--- src/design/lcs_pkg.sv ---
// Purpose: Shared constants for the linear charge sequencer
// Assumes: 20 MHz clock, AXI4-Lite register access
// Notes: Offsets are byte addresses of 32-bit words
package lcs_pkg;
  // ----------------------------------------------------------------
  // Register map
  // ----------------------------------------------------------------
  localparam logic [7:0] LCS_CTRL_OFF = 8'h00;
  localparam logic [7:0] LCS_FAST_CHARGE_CURRENT_FIELD_OFF = 8'h04;
  localparam logic [7:0] LCS_BATTERY_TARGET_VOLTAGE_OFF = 8'h08;
  localparam logic [7:0] LCS_TMR_OFF = 8'h0c;
  localparam logic [7:0] LCS_STAT_OFF = 8'h10;
  localparam logic [7:0] LCS_IRQ_OFF = 8'h14;
  localparam logic [7:0] LCS_MASK_OFF = 8'h18;
  // Control register fields
  localparam int LCS_CTRL_DIS_BIT = 0;
  localparam int LCS_CTRL_TRK_BIT = 1;
  localparam int LCS_CTRL_TERMEN_BIT = 2;
  localparam int LCS_CTRL_T2X_BIT = 3;
  localparam logic [3:0] LCS_CTRL_RST = 4'h4;
  // Current fields, 10 bits, one code per mA step
  localparam int LCS_IW = 10;
  localparam logic [9:0] LCS_FAST_CHARGE_CURRENT_FIELD_RST = 10'h064;
  localparam logic [9:0] LCS_IPRE_RST = 10'h00a;
  localparam logic [9:0] LCS_ITRK_HI = 10'h008;
  localparam logic [9:0] LCS_ITRK_LO = 10'h001;
  // Target voltage in 10 mV codes; 4.65 V ceiling
  localparam int LCS_VW = 9;
  localparam logic [8:0] LCS_BATTERY_TARGET_VOLTAGE_MAX = 9'h1d1;
  localparam logic [8:0] LCS_BATTERY_TARGET_VOLTAGE_RST = 9'h1a4;
  // Safety timer, minutes
  localparam logic [9:0] LCS_TMR_RST = 10'h0b4;
  localparam int LCS_CLK_HZ = 20000000;
  localparam int LCS_SEC_CYC = LCS_CLK_HZ;
  // Charge state codes
  localparam logic [1:0] LCS_CS_OFF = 2'b00;
  localparam logic [1:0] LCS_CS_PRE = 2'b01;
  localparam logic [1:0] LCS_CS_FAST = 2'b10;
  localparam logic [1:0] LCS_CS_DONE = 2'b11;
  // Interrupt bits
  localparam int LCS_IRQ_DONE = 0;
  localparam int LCS_IRQ_FAULT = 1;
  localparam int LCS_IRQ_RECHG = 2;
  typedef enum logic [4:0] {
    LCS_IDLE = 5'b00001,
    LCS_PRE = 5'b00010,
    LCS_FAST = 5'b00100,
    LCS_DONE = 5'b01000,
    LCS_FAULT = 5'b10000
  } lcs_state_e;
endpackage : lcs_pkg

--- src/design/lcs_tick.sv ---
// Purpose: Minute tick divider with optional half rate
// Assumes: Single clock, synchronous active-low reset
// Notes: Pulse is one cycle wide
`timescale 1ns/10ps
module lcs_tick
  import lcs_pkg::*;
#(
  parameter int MIN_CYC = 60 * LCS_SEC_CYC
) (
  input wire logic aclk,
  input wire logic aresetn,
  input wire logic run,
  input wire logic half,
  output logic tick
);
  logic [31:0] cnt_reg;
  logic slow_reg;
  always_ff @(posedge aclk) begin
    if (!aresetn || !run) begin
      cnt_reg <= '0;
      slow_reg <= 1'b0;
      tick <= 1'b0;
    end else if (cnt_reg >= 32'(MIN_CYC - 1)) begin
      cnt_reg <= '0;
      slow_reg <= half ? ~slow_reg : 1'b0;
      // Half rate skips every other minute
      tick <= !half || slow_reg;
    end else begin
      cnt_reg <= cnt_reg + 32'd1;
      tick <= 1'b0;
    end
  end
endmodule : lcs_tick

--- src/design/lcs_seq.sv ---
// Purpose: Charge sequencer with AXI4-Lite registers
// Assumes: Analog comparators arrive synchronous to aclk
// Notes: Currents are codes to the analog loops
// Operation
// - Charge only with disable bit 0, pin low
// - Disabled keeps battery switch off always
// - New cycle needs valid input supply
// - Below short threshold use trickle current
// - Trickle/precharge timer is quarter of fast
// - Between thresholds use programmed precharge current
// - At fast threshold enter fast charge
// - Termination off: precharge is fast/5
// - Fast current unless a limiting loop acts
// - Charge done reports state code b11
// - Clamp target voltage to 4.65 V
// - Host-writable fast current control register
// - Termination opens battery switch, high impedance
// - Terminate only under constant-voltage control
// - Recharge threshold restarts cycle, resets timers
// - Timer double with input limiting halves rate
// - No termination in supplement mode
//
// Chosen here: the register addresses and the AXI4-Lite interface to the registers.
`timescale 1ns/10ps
module lcs_seq
  import lcs_pkg::*;
#(
  parameter int MIN_CYC = 60 * LCS_SEC_CYC
) (
  input wire logic aclk,
  input wire logic aresetn,
  input wire logic [7:0] s_axi_awaddr,
  input wire logic s_axi_awvalid,
  output logic s_axi_awready,
  input wire logic [31:0] s_axi_wdata,
  input wire logic [3:0] s_axi_wstrb,
  input wire logic s_axi_wvalid,
  output logic s_axi_wready,
  output logic [1:0] s_axi_bresp,
  output logic s_axi_bvalid,
  input wire logic s_axi_bready,
  input wire logic [7:0] s_axi_araddr,
  input wire logic s_axi_arvalid,
  output logic s_axi_arready,
  output logic [31:0] s_axi_rdata,
  output logic [1:0] s_axi_rresp,
  output logic s_axi_rvalid,
  input wire logic s_axi_rready,
  input wire logic charge_enable_n,
  input wire logic input_valid,
  input wire logic below_short_battery,
  input wire logic below_fast_charge,
  input wire logic at_recharge_threshold,
  input wire logic cv_loop_active,
  input wire logic at_termination_current,
  input wire logic input_voltage_limiting,
  input wire logic power_path_limiting,
  input wire logic input_current_limit,
  input wire logic thermal_regulation,
  input wire logic thermistor_fault,
  input wire logic supplement_mode,
  output logic battery_switch,
  output logic [9:0] charge_current,
  output logic [8:0] battery_target_voltage,
  output logic [1:0] charge_state_field,
  output logic irq
);
  // ----------------------------------------------------------------
  // Registers and helpers
  // ----------------------------------------------------------------
  logic [3:0] ctrl_reg, wstrb_reg;
  logic [9:0] fast_charge_current_field_reg, ipre_reg, tmr_reg;
  logic [8:0] battery_target_voltage_reg;
  logic [2:0] irq_reg, mask_reg, ev_set;
  lcs_state_e st_reg, st_next;
  logic [11:0] min_reg;
  logic [7:0] awaddr_reg;
  logic [31:0] wdata_reg;
  logic tick, aw_hold_reg, w_hold_reg, charge_ok, limiting, term_ok, tmr_expired, wr_go;
  function automatic logic [31:0] merge(input logic [31:0] old, input logic [31:0] nw, input logic [3:0] be);
    logic [31:0] r;
    r = old;
    for (int i = 0; i < 4; i++) begin
      if (be[i]) begin
        r[i*8 +: 8] = nw[i*8 +: 8];
      end
    end
    return r;
  endfunction : merge

  assign charge_ok = !ctrl_reg[LCS_CTRL_DIS_BIT] && !charge_enable_n;
  assign limiting = input_voltage_limiting || power_path_limiting || input_current_limit || thermal_regulation;
  assign term_ok = ctrl_reg[LCS_CTRL_TERMEN_BIT] && cv_loop_active && at_termination_current
                   && !limiting && !supplement_mode;
  // Precharge budget is a quarter of the fast setting
  assign tmr_expired = (st_reg == LCS_PRE) ? (min_reg >= {2'b00, tmr_reg} >> 2)
                                           : (min_reg >= {2'b00, tmr_reg});
  // ----------------------------------------------------------------
  // Safety timer
  // ----------------------------------------------------------------
  lcs_tick #(.MIN_CYC(MIN_CYC)) u_tick (
    .aclk(aclk),
    .aresetn(aresetn),
    .run(st_reg == LCS_PRE || st_reg == LCS_FAST),
    .half(ctrl_reg[LCS_CTRL_T2X_BIT] && input_voltage_limiting),
    .tick(tick)
  );

  always_ff @(posedge aclk) begin
    if (!aresetn) begin
      min_reg <= '0;
    end else if (st_reg == LCS_IDLE || st_reg == LCS_DONE || (st_reg == LCS_PRE && st_next == LCS_FAST)) begin
      min_reg <= '0;
    end else if (tick && min_reg != '1) begin
      min_reg <= min_reg + 12'd1;
    end
  end
  // ----------------------------------------------------------------
  // Sequencer
  // ----------------------------------------------------------------
  always_comb begin
    st_next = st_reg;
    unique case (st_reg)
      LCS_IDLE: begin
        if (charge_ok && input_valid) begin
          st_next = below_fast_charge ? LCS_PRE : LCS_FAST;
        end
      end
      LCS_PRE: begin
        if (!charge_ok || !input_valid) begin
          st_next = LCS_IDLE;
        end else if (tmr_expired) begin
          st_next = LCS_FAULT;
        end else if (!below_fast_charge) begin
          st_next = LCS_FAST;
        end
      end
      LCS_FAST: begin
        if (!charge_ok || !input_valid) begin
          st_next = LCS_IDLE;
        end else if (term_ok) begin
          st_next = LCS_DONE;
        end else if (tmr_expired) begin
          st_next = LCS_FAULT;
        end
      end
      LCS_DONE: begin
        if (!charge_ok) begin
          st_next = LCS_IDLE;
        end else if (at_recharge_threshold && input_valid) begin
          st_next = below_fast_charge ? LCS_PRE : LCS_FAST;
        end
      end
      LCS_FAULT: begin
        // Fault holds until charging is toggled off
        if (!charge_ok) begin
          st_next = LCS_IDLE;
        end
      end
      default: st_next = LCS_IDLE;
    endcase
  end

  always_ff @(posedge aclk) begin
    if (!aresetn) begin
      st_reg <= LCS_IDLE;
    end else begin
      st_reg <= st_next;
    end
  end
  // ----------------------------------------------------------------
  // Analog-facing outputs
  // ----------------------------------------------------------------
  always_ff @(posedge aclk) begin
    if (!aresetn) begin
      battery_switch <= 1'b0;
      charge_current <= '0;
      charge_state_field <= LCS_CS_OFF;
      battery_target_voltage <= LCS_BATTERY_TARGET_VOLTAGE_RST;
    end else begin
      battery_target_voltage <= (battery_target_voltage_reg > LCS_BATTERY_TARGET_VOLTAGE_MAX) ? LCS_BATTERY_TARGET_VOLTAGE_MAX : battery_target_voltage_reg;
      battery_switch <= charge_ok && (st_next == LCS_PRE || st_next == LCS_FAST);
      unique case (st_next)
        LCS_PRE: begin
          charge_state_field <= LCS_CS_PRE;
          if (below_short_battery) begin
            charge_current <= ctrl_reg[LCS_CTRL_TRK_BIT] ? LCS_ITRK_HI : LCS_ITRK_LO;
          end else if (!ctrl_reg[LCS_CTRL_TERMEN_BIT]) begin
            charge_current <= 10'(fast_charge_current_field_reg / 10'd5);
          end else begin
            charge_current <= ipre_reg;
          end
        end
        LCS_FAST: begin
          charge_state_field <= LCS_CS_FAST;
          // Limiting loops own the current themselves; code is the ceiling
          charge_current <= (thermistor_fault || limiting) ? fast_charge_current_field_reg : fast_charge_current_field_reg;
        end
        LCS_DONE: begin
          charge_state_field <= LCS_CS_DONE;
          charge_current <= '0;
        end
        default: begin
          charge_state_field <= LCS_CS_OFF;
          charge_current <= '0;
        end
      endcase
    end
  end
  // ----------------------------------------------------------------
  // Interrupts
  // ----------------------------------------------------------------
  assign ev_set[LCS_IRQ_DONE] = (st_reg != LCS_DONE) && (st_next == LCS_DONE);
  assign ev_set[LCS_IRQ_FAULT] = (st_reg != LCS_FAULT) && (st_next == LCS_FAULT);
  assign ev_set[LCS_IRQ_RECHG] = (st_reg == LCS_DONE) && (st_next == LCS_PRE || st_next == LCS_FAST);
  assign wr_go = aw_hold_reg && w_hold_reg && !s_axi_bvalid;

  always_ff @(posedge aclk) begin
    if (!aresetn) begin
      irq_reg <= '0;
    end else if (wr_go && awaddr_reg == LCS_IRQ_OFF && wstrb_reg[0]) begin
      // Set wins over a write-one clear in the same cycle
      irq_reg <= (irq_reg & ~wdata_reg[2:0]) | ev_set;
    end else begin
      irq_reg <= irq_reg | ev_set;
    end
  end

  always_ff @(posedge aclk) begin
    if (!aresetn) begin
      irq <= 1'b0;
    end else begin
      irq <= |(irq_reg & mask_reg);
    end
  end
  // ----------------------------------------------------------------
  // AXI4-Lite write
  // ----------------------------------------------------------------
  // Ready flops track: channel not held and no response pending
  always_ff @(posedge aclk) begin
    if (!aresetn) begin
      aw_hold_reg <= 1'b0;
      w_hold_reg <= 1'b0;
      awaddr_reg <= '0;
      wdata_reg <= '0;
      wstrb_reg <= '0;
      s_axi_awready <= 1'b1;
      s_axi_wready <= 1'b1;
      s_axi_bvalid <= 1'b0;
      s_axi_bresp <= 2'b00;
    end else begin
      if (s_axi_awvalid && s_axi_awready) begin
        aw_hold_reg <= 1'b1;
        s_axi_awready <= 1'b0;
        awaddr_reg <= {s_axi_awaddr[7:2], 2'b00};
      end
      if (s_axi_wvalid && s_axi_wready) begin
        w_hold_reg <= 1'b1;
        s_axi_wready <= 1'b0;
        wdata_reg <= s_axi_wdata;
        wstrb_reg <= s_axi_wstrb;
      end
      if (wr_go) begin
        aw_hold_reg <= 1'b0;
        w_hold_reg <= 1'b0;
        s_axi_bvalid <= 1'b1;
        s_axi_bresp <= (awaddr_reg <= LCS_MASK_OFF) ? 2'b00 : 2'b10;
      end else if (s_axi_bvalid && s_axi_bready) begin
        s_axi_bvalid <= 1'b0;
        s_axi_awready <= 1'b1;
        s_axi_wready <= 1'b1;
      end
    end
  end

  always_ff @(posedge aclk) begin
    if (!aresetn) begin
      ctrl_reg <= LCS_CTRL_RST;
      fast_charge_current_field_reg <= LCS_FAST_CHARGE_CURRENT_FIELD_RST;
      ipre_reg <= LCS_IPRE_RST;
      battery_target_voltage_reg <= LCS_BATTERY_TARGET_VOLTAGE_RST;
      tmr_reg <= LCS_TMR_RST;
      mask_reg <= '0;
    end else if (wr_go) begin
      unique case (awaddr_reg)
        LCS_CTRL_OFF: ctrl_reg <= 4'(merge({28'h0, ctrl_reg}, wdata_reg, wstrb_reg));
        LCS_FAST_CHARGE_CURRENT_FIELD_OFF: begin
          fast_charge_current_field_reg <= 10'(merge({22'h0, fast_charge_current_field_reg}, wdata_reg, wstrb_reg));
          ipre_reg <= 10'(merge({6'h0, ipre_reg, 16'h0}, wdata_reg, wstrb_reg) >> 16);
        end
        LCS_BATTERY_TARGET_VOLTAGE_OFF: battery_target_voltage_reg <= 9'(merge({23'h0, battery_target_voltage_reg}, wdata_reg, wstrb_reg));
        LCS_TMR_OFF: tmr_reg <= 10'(merge({22'h0, tmr_reg}, wdata_reg, wstrb_reg));
        LCS_MASK_OFF: mask_reg <= 3'(merge({29'h0, mask_reg}, wdata_reg, wstrb_reg));
        default: ;
      endcase
    end
  end
  // ----------------------------------------------------------------
  // AXI4-Lite read
  // ----------------------------------------------------------------
  always_ff @(posedge aclk) begin
    if (!aresetn) begin
      s_axi_arready <= 1'b1;
      s_axi_rvalid <= 1'b0;
      s_axi_rdata <= '0;
      s_axi_rresp <= 2'b00;
    end else if (s_axi_arvalid && s_axi_arready) begin
      s_axi_arready <= 1'b0;
      s_axi_rvalid <= 1'b1;
      s_axi_rresp <= 2'b00;
      unique case ({s_axi_araddr[7:2], 2'b00})
        LCS_CTRL_OFF: s_axi_rdata <= {28'h0, ctrl_reg};
        LCS_FAST_CHARGE_CURRENT_FIELD_OFF: s_axi_rdata <= {6'h0, ipre_reg, 6'h0, fast_charge_current_field_reg};
        LCS_BATTERY_TARGET_VOLTAGE_OFF: s_axi_rdata <= {23'h0, battery_target_voltage_reg};
        LCS_TMR_OFF: s_axi_rdata <= {22'h0, tmr_reg};
        LCS_STAT_OFF: s_axi_rdata <= {15'h0, st_reg, min_reg};
        LCS_IRQ_OFF: s_axi_rdata <= {29'h0, irq_reg};
        LCS_MASK_OFF: s_axi_rdata <= {29'h0, mask_reg};
        default: begin
          s_axi_rdata <= '0;
          s_axi_rresp <= 2'b10;
        end
      endcase
    end else if (s_axi_rvalid && s_axi_rready) begin
      s_axi_rvalid <= 1'b0;
      s_axi_arready <= 1'b1;
    end
  end
  // ----------------------------------------------------------------
  // Checks
  // ----------------------------------------------------------------
  property p_disable_off;
    @(posedge aclk) disable iff (!aresetn) !charge_ok |=> !battery_switch;
  endproperty
  a_disable_off: assert property (p_disable_off) else $error("switch on while disabled");
  property p_clamp;
    @(posedge aclk) disable iff (!aresetn) battery_target_voltage <= LCS_BATTERY_TARGET_VOLTAGE_MAX;
  endproperty
  a_clamp: assert property (p_clamp) else $error("target above ceiling");
  property p_done_code;
    @(posedge aclk) disable iff (!aresetn) (st_reg == LCS_DONE) |-> charge_state_field == LCS_CS_DONE;
  endproperty
  a_done_code: assert property (p_done_code) else $error("done code wrong");
  property p_done_open;
    @(posedge aclk) disable iff (!aresetn) (st_reg == LCS_DONE) |-> !battery_switch;
  endproperty
  a_done_open: assert property (p_done_open) else $error("switch on after done");
  property p_no_term_limit;
    @(posedge aclk) disable iff (!aresetn) (st_reg == LCS_FAST && (limiting || supplement_mode)) |=> st_reg != LCS_DONE;
  endproperty
  a_no_term_limit: assert property (p_no_term_limit) else $error("terminated under limit");
  property p_fault;
    @(posedge aclk) disable iff (!aresetn) $rose(st_reg == LCS_FAULT) |=> irq_reg[LCS_IRQ_FAULT] && !battery_switch;
  endproperty
  a_fault: assert property (p_fault) else $error("fault not flagged");
  property p_trickle;
    @(posedge aclk) disable iff (!aresetn) (st_reg == LCS_PRE && st_next == LCS_PRE && below_short_battery)
      |=> charge_current == LCS_ITRK_HI || charge_current == LCS_ITRK_LO;
  endproperty
  a_trickle: assert property (p_trickle) else $error("trickle current wrong");
  property p_idle_valid;
    @(posedge aclk) disable iff (!aresetn) (st_reg == LCS_IDLE && !input_valid) |=> st_reg == LCS_IDLE;
  endproperty
  a_idle_valid: assert property (p_idle_valid) else $error("cycle started without input");
endmodule : lcs_seq

--- config.mk ---
export PLATFORM = sky130hd
export DESIGN_NAME = lcs_seq
export DESIGN_NICKNAME = d
export VERILOG_FILES = /design/src/design/lcs_pkg.sv /design/src/design/lcs_tick.sv /design/src/design/lcs_seq.sv
export SDC_FILE = /design/constraint.sdc
export NUM_CORES = 1
export LEC_CHECK = 0
export BUFFER_PORTS_ARGS = -buffer_cell sky130_fd_sc_hd__buf_2
export CORE_ASPECT_RATIO = 1.75
export CORE_UTILIZATION = 35
export CTS_CLUSTER_SIZE = 12
export DETAILED_ROUTE_END_ITERATION = 16
export MAX_ROUTING_LAYER = met4
export PLACE_DENSITY_LB_ADDON = 0.15
export RECOVER_POWER = 25
export SYNTH_ARGS = -nofsm -noshare
export SYNTH_HDL_FRONTEND = slang
export SYNTH_SLANG_ARGS = --single-unit
--- constraint.sdc ---
create_clock -name aclk -period 4.1 [get_ports aclk]
set_input_delay 0.82 -clock aclk [delete_from_list [all_inputs] [get_ports aclk]]
set_output_delay 0.82 -clock aclk [all_outputs]
set_load 0.03 [all_outputs]
---- Word-level counts from Yosys, hierarchy flattened ----
Index checks and enable logic that the tools add are counted.
word-level totals
  register bits after elaboration ......... 202
  word-level logic and storage cells ...... 174
  RAM bits ................................ 0
  output and inout bits ................... 64
  memory bits (read-only) ................. 0
  bits in latches ......................... 0
  input port bits ......................... 72
  memories kept ........................... 0
cells by class
  shift-type cells ........................ 0
  muxes and demuxes ....................... 36
  bitwise operators ....................... 8
  divide/modulo/power cells ............... 1
  $lt $le $gt $ge ......................... 5
  equal/unequal tests ..................... 23
  $mul .................................... 0
  $add $sub $neg .......................... 2
  reduce and logical (&&, ||, !) cells .... 64
operator list
  operator                                               number
  case mux 26 bit (7 select lines)                       1
  two-way mux 5 bit                                      10
  adder 32 x 1 -> 32 bit, second input constant          1
  >= comparator 32 x 31 -> 1 bit, second input constant  1
  == test 6 x 3 -> 1 bit, second input constant          5
  AND reduction 3 bit                                    10
  case mux 5 bit (5 select lines)                        1
  == test 6 x 2 -> 1 bit, second input constant          4
  logical AND 1 bit                                      23
  two-way mux 10 bit                                     2
  case mux 10 bit (2 select lines)                       1
  two-way mux 1 bit                                      14
  adder 12 x 1 -> 12 bit, second input constant          1
  == test 6 x 1 -> 1 bit, second input constant          2
  >= comparator 12 x 10 -> 1 bit                         1
  >= comparator 12 x 8 -> 1 bit                          1
  inequality test 12 bit, second input constant          1
  divider 10 x 3 -> 10 bit, second input constant        1
  == test 5 x 2 -> 1 bit, second input constant          2
  == test 5 x 3 -> 1 bit, second input constant          2
  == test 5 x 4 -> 1 bit, second input constant          2
  == test 5 bit, second input constant                   2
  logical NOT 1 bit                                      10
  logical OR 1 bit                                       10
  20 further kinds                                       31

---- Longest topological paths before layout ----
  depth after elaboration ................. 14
  depth in mapped cells ................... 18
  mapped depth without buffers ............ 14

---- Modules after synthesis ----
A second synthesis with hierarchy kept.
unflattened totals
  cells, all modules ...................... 1,082
  area, all modules ....................... 9,057.4 um^2
modules (own cells, without submodules)
  module    cells each  area an instance (um^2)  seq. area each (um^2)  instances
  lcs_seq   909         7,408.4                  3,083.0                1
  lcs_tick  173         1,649.1                  680.7                  1

---- Least setup slack after synthesis ----
No wires, ideal clock.
  path type ............................... register to register
  from .................................... register fast_charge_current_field_reg[6]
  to ...................................... register charge_current[0]
  path buffers ............................ 3
  stages on the path, launching flop included .. 18
  data arrival time ....................... 3.159 ns
  period minus slack after synthesis ...... 3.291 ns
  slack ................................... 0.809 ns
  library setup time ...................... 0.132 ns
  path through ............................ dfxtp_1 buf_4 nand2_2 or4_1 o311a_1 a32oi_1 o221ai_2 buf_6 nand2b_1 a22o_1 ha_1 clkbuf_1 inv_1 o2111ai_1 a41oi_2 a211oi_2 o311ai_1 a21oi_1
between the ends
  cells in the longest elaborated chain, start to end .. 4
RTL lines
  item                              RTL line        text
  start: declaration                lcs_seq.sv:72   logic [9:0] fast_charge_current_field_reg, ipre_reg, tmr_reg;
  start signal: assignment          lcs_seq.sv:288  fast_charge_current_field_reg <= 10'(merge({22'h0, fast_charge_current_field_reg}, wdata_reg, wstrb_reg));
  divider 10 x 3 -> 10 bit          lcs_seq.sv:189  charge_current <= 10'(fast_charge_current_field_reg / 10'd5);
  two-way mux 10 bit                lcs_seq.sv:188  end else if (!ctrl_reg[LCS_CTRL_TERMEN_BIT]) begin
  two-way mux 10 bit                lcs_seq.sv:186  if (below_short_battery) begin
  case mux 10 bit (2 select lines)  lcs_seq.sv:183  unique case (st_next)
  end signal: assignment            lcs_seq.sv:187  charge_current <= ctrl_reg[LCS_CTRL_TRK_BIT] ? LCS_ITRK_HI : LCS_ITRK_LO;
  end signal: assignment            lcs_seq.sv:189
  end signal: assignment            lcs_seq.sv:191  charge_current <= ipre_reg;
  end: declaration                  lcs_seq.sv:63   output logic [9:0] charge_current,
Every way passes these cells.
A chain may end at the register's enable or synchronous reset.

---- Worst setup path after layout ----
  from .................................... register fast_charge_current_field_reg[8]
  to ...................................... register charge_current[0]
The elaborated chain is that of the path after synthesis.

==> results.toml <==
[floorplanning]
die_y_um = 219
ios = 136
initial_core_util = 0.355
coreArea_um2 = 26600
placementRows = 79
die_area_um2 = 27700
fp.dieW_um = 126

[worst_setup_path]
path_cells = "buf_4 > and3b_1 > o21ai_0 > and3_1 > a32oi_1 > o221ai_2 > nand2b_1 > a22o_1 > ha_1 > maj3_2 > a211o_1 > a211oi_2 > o311ai_1 > a21oi_1"
crit_start = "fast_charge_current_field_reg[8]$_SDFFE_PN0P_"
worst-path-max-fanout = 12
max_stage_delay_ns = 0.71
cpMaxStageDelayCell = "dfxtp_1"
end_kind = "flip-flop"
crit_buf_inv = 1
crit_required_ns = 4.46
path_delay_family = "compound AO/OA/AOI/OAI gates"
critPathLaunchType = "flip-flop"
arrival_ns = 4.13
reg2reg_from = "fast_charge_current_field_reg[8]$_SDFFE_PN0P_"
crit_type = "flip-flop to flip-flop"

[timing]
period_share = 0.919
final_max_slew_viol_count = 29
fmax_mhz = 265
finalHoldViolCount = 0
min_period_ns = 3.77
tns_ns = 0
tightest_slew_ns = 1.54
finalSetupViolCount = 0
skew_ns = 0.0150
rsz0062_at_grt = "false"
timing.slew.headroom = -0.0284

[clock_tree]
h-tree-depth = 4
clock_latency_ns = 0.45
cts_hold_buf = 0
postCtsSetupBuffers = 0
clk_pin_slew_ns = 0.07
cts_resized = 0
root_buffer = "clkbuf_16"
cts_tree = "built"
numClockSinks = 188
numCtsBuffers = 17
clock_path_buffers = 2

[global_routing]
grt_use_met1 = 0.220
grt_use_total = 0.207
busiest_layer = "met2"
grt_overflow = 0
grt_pass1_vias = 8069
use_met2 = 0.367
antenna_found_initial = 0
grt_pass1_wl_um = 42800
met3_usage = 0.0312
grt_max_degree = 93

[power_and_ir_drop]
intPower_uw = 2960
power.density_nw_per_um2 = 362
p_leak_uw = 0.00421
p_seq_frac = 0.481
vdd_drop_max_uv = 325
power_frac_comb = 0.057
p_sw_frac = 0.244
power.share.clock = 0.462
switchingPower_uw = 955

[synthesis]
avgSynthCellArea_um2 = 8.13
synth_edf_count = 0
netlist_instances = 1162
synthArstFlopShare = 0
ys_seq_elements = 188
yosysSeqAreaShare = 0.398
yosys_warnings = 0
ys.flop_type = "dfxtp_1"
netlist_area_um2 = 9450
synth.distinct_cells = 82

[layout]
syn_to_final_growth_pct = 14.6
fin_nets = 1341
drive_gt1_frac = 0.122
diodes = 0
largest_reg_flops = 32
fin_util = 0.407
fin_cells = 1584

[job]
cap_viol_max_count = 1

[status]
status = "finished with violations"
violations = "max-capacitance violations, max-slew violations"

[routing]
vias = 8423
drtIter0Drc = 417
postRouteWirelength_um = 27100
dr.pass1.iters = 5
ant_nets = 0
wl_per_cell_um = 17.1
drc_errors = 0
drt-vias-per-instance = 5.32

[placement]
io_buffers = 110
dpl.hpwl_um = 20200
gp_congestion = 0.877
placedCellCount = 1552

[worst_hold_path]
hp-class = "flip-flop to flip-flop"
hp-start = "s_axi_rdata[2]$_SDFFE_PN0P_"
## synth_stat cells, drive strengths merged (5+ instances only)
cell type,number,area [µm²]
buf,32,219
nand2b,17,109
and3,12,75.1
xnor2,22,193
a31oi,11,68.8
nand3b,5,37.5
nor2,159,599
o211ai,13,97.6
a22oi,27,203
nand2,152,573
mux2i,34,340
and2,5,31.3
a32oi,6,52.6
o221ai,5,50.0
nor4,9,56.3
inv,36,135
clkbuf,50,188
a211oi,7,57.6
ha,22,275
nand4,11,68.8
and3b,5,43.8
nand3,38,195
xor2,28,245
or3,7,43.8
nor2b,9,56.3
a21oi,101,509
nor3,13,65.1
dfxtp,188,3760
nor3b,7,57.6
a21o,7,52.6
o21ai,42,210
a311oi,5,43.8
## cell usage in the layout, fill, tap and decap left out, types with 9 or more instances in the layout
master / n
a21oi_1: 100
a22oi_1: 27
a31oi_1: 11
and3_1: 12
buf_2: 66
buf_4: 28
clkbuf_1: 46
clkbuf_16: 17
conb_1: 9
dfxtp_1: 186
ha_1: 22
inv_1: 34
mux2i_1: 34
nand2_1: 151
nand2b_1: 16
nand3_1: 37
nand4_1: 11
nor2_1: 158
nor2b_1: 9
nor3_1: 13
nor4_1: 9
o211ai_1: 13
o21ai_0: 40
xnor2_1: 22
xor2_1: 28
## final cells by class
cell class                 instances  area, µm²
inverter                          37        140
sequential                       188       3770
clock inverter                    14        205
fill                            2753      15800
clock buffer                      18        429
tap                              324        405
timing repair buffer             140        717
multi-input combinational        863       5170
## metrics by stage
step | area, µm² | power, µW | hold WS (ns) | setup WS, ns
finish | 10800 | 3920 | 0.455 | 0.331
floorplan | 9480 | 2070 | 0.436 | 0.809
detailed placement | 10300 | 2150 | 0.446 | 0.173
CTS | 10900 | 3970 | 0.456 | 0.158
global route | 10800 | 4070 | 0.480 | 0.0945
global placement | 10300 | 2150 | 0.439 | 0.212
## final timing paths
path	endpoint	cells past startpoint	slack (ns)
setup reg to reg	charge_current[0]$_SDFF_PN0_	14	0.33
hold reg to reg	s_axi_rdata[2]$_SDFFE_PN0P_	2	0.45
setup / recovery	charge_current[0]$_SDFF_PN0_	14	0.33
hold / removal	s_axi_rdata[2]$_SDFFE_PN0P_	2	0.45
## logic make-up after synthesis
kind of cell               Yosys count  synth area share
muxes                               42            0.0503
adders and majority gates           23            0.0303
other                                1          0.000397
AOI/OAI and AO/OA                  270             0.186
DFF                                188             0.398
xor gates and xnor gates            50            0.0464
and+or+nand+nor                    469             0.230
buffers and inverters              119            0.0577
## power by group through the flow
stage / registers [µW] / logic (µW) / clock network (µW)
floorplan: 1930 / 142 / 0
global placement: 1920 / 228 / 0
detailed placement: 1920 / 230 / 0
CTS: 1880 / 231 / 1860
global route: 1890 / 248 / 1930
finish: 1880 / 224 / 1810
## metal layers
layer | vias up | part of all wire
li1 | 4234 | -
met1 | 3967 | 0.40
met2 | 176 | 0.53
met3 | 46 | 0.029
met4 | 0 | 0.039
met5 | - | 0
## tightest hold or removal path: stages, from the launching register on
cell,delay (ns)
dfxtp_1,0.31
nand2_1,0.05
a21oi_1,0.05
Power figures use the tool's default switching activity.
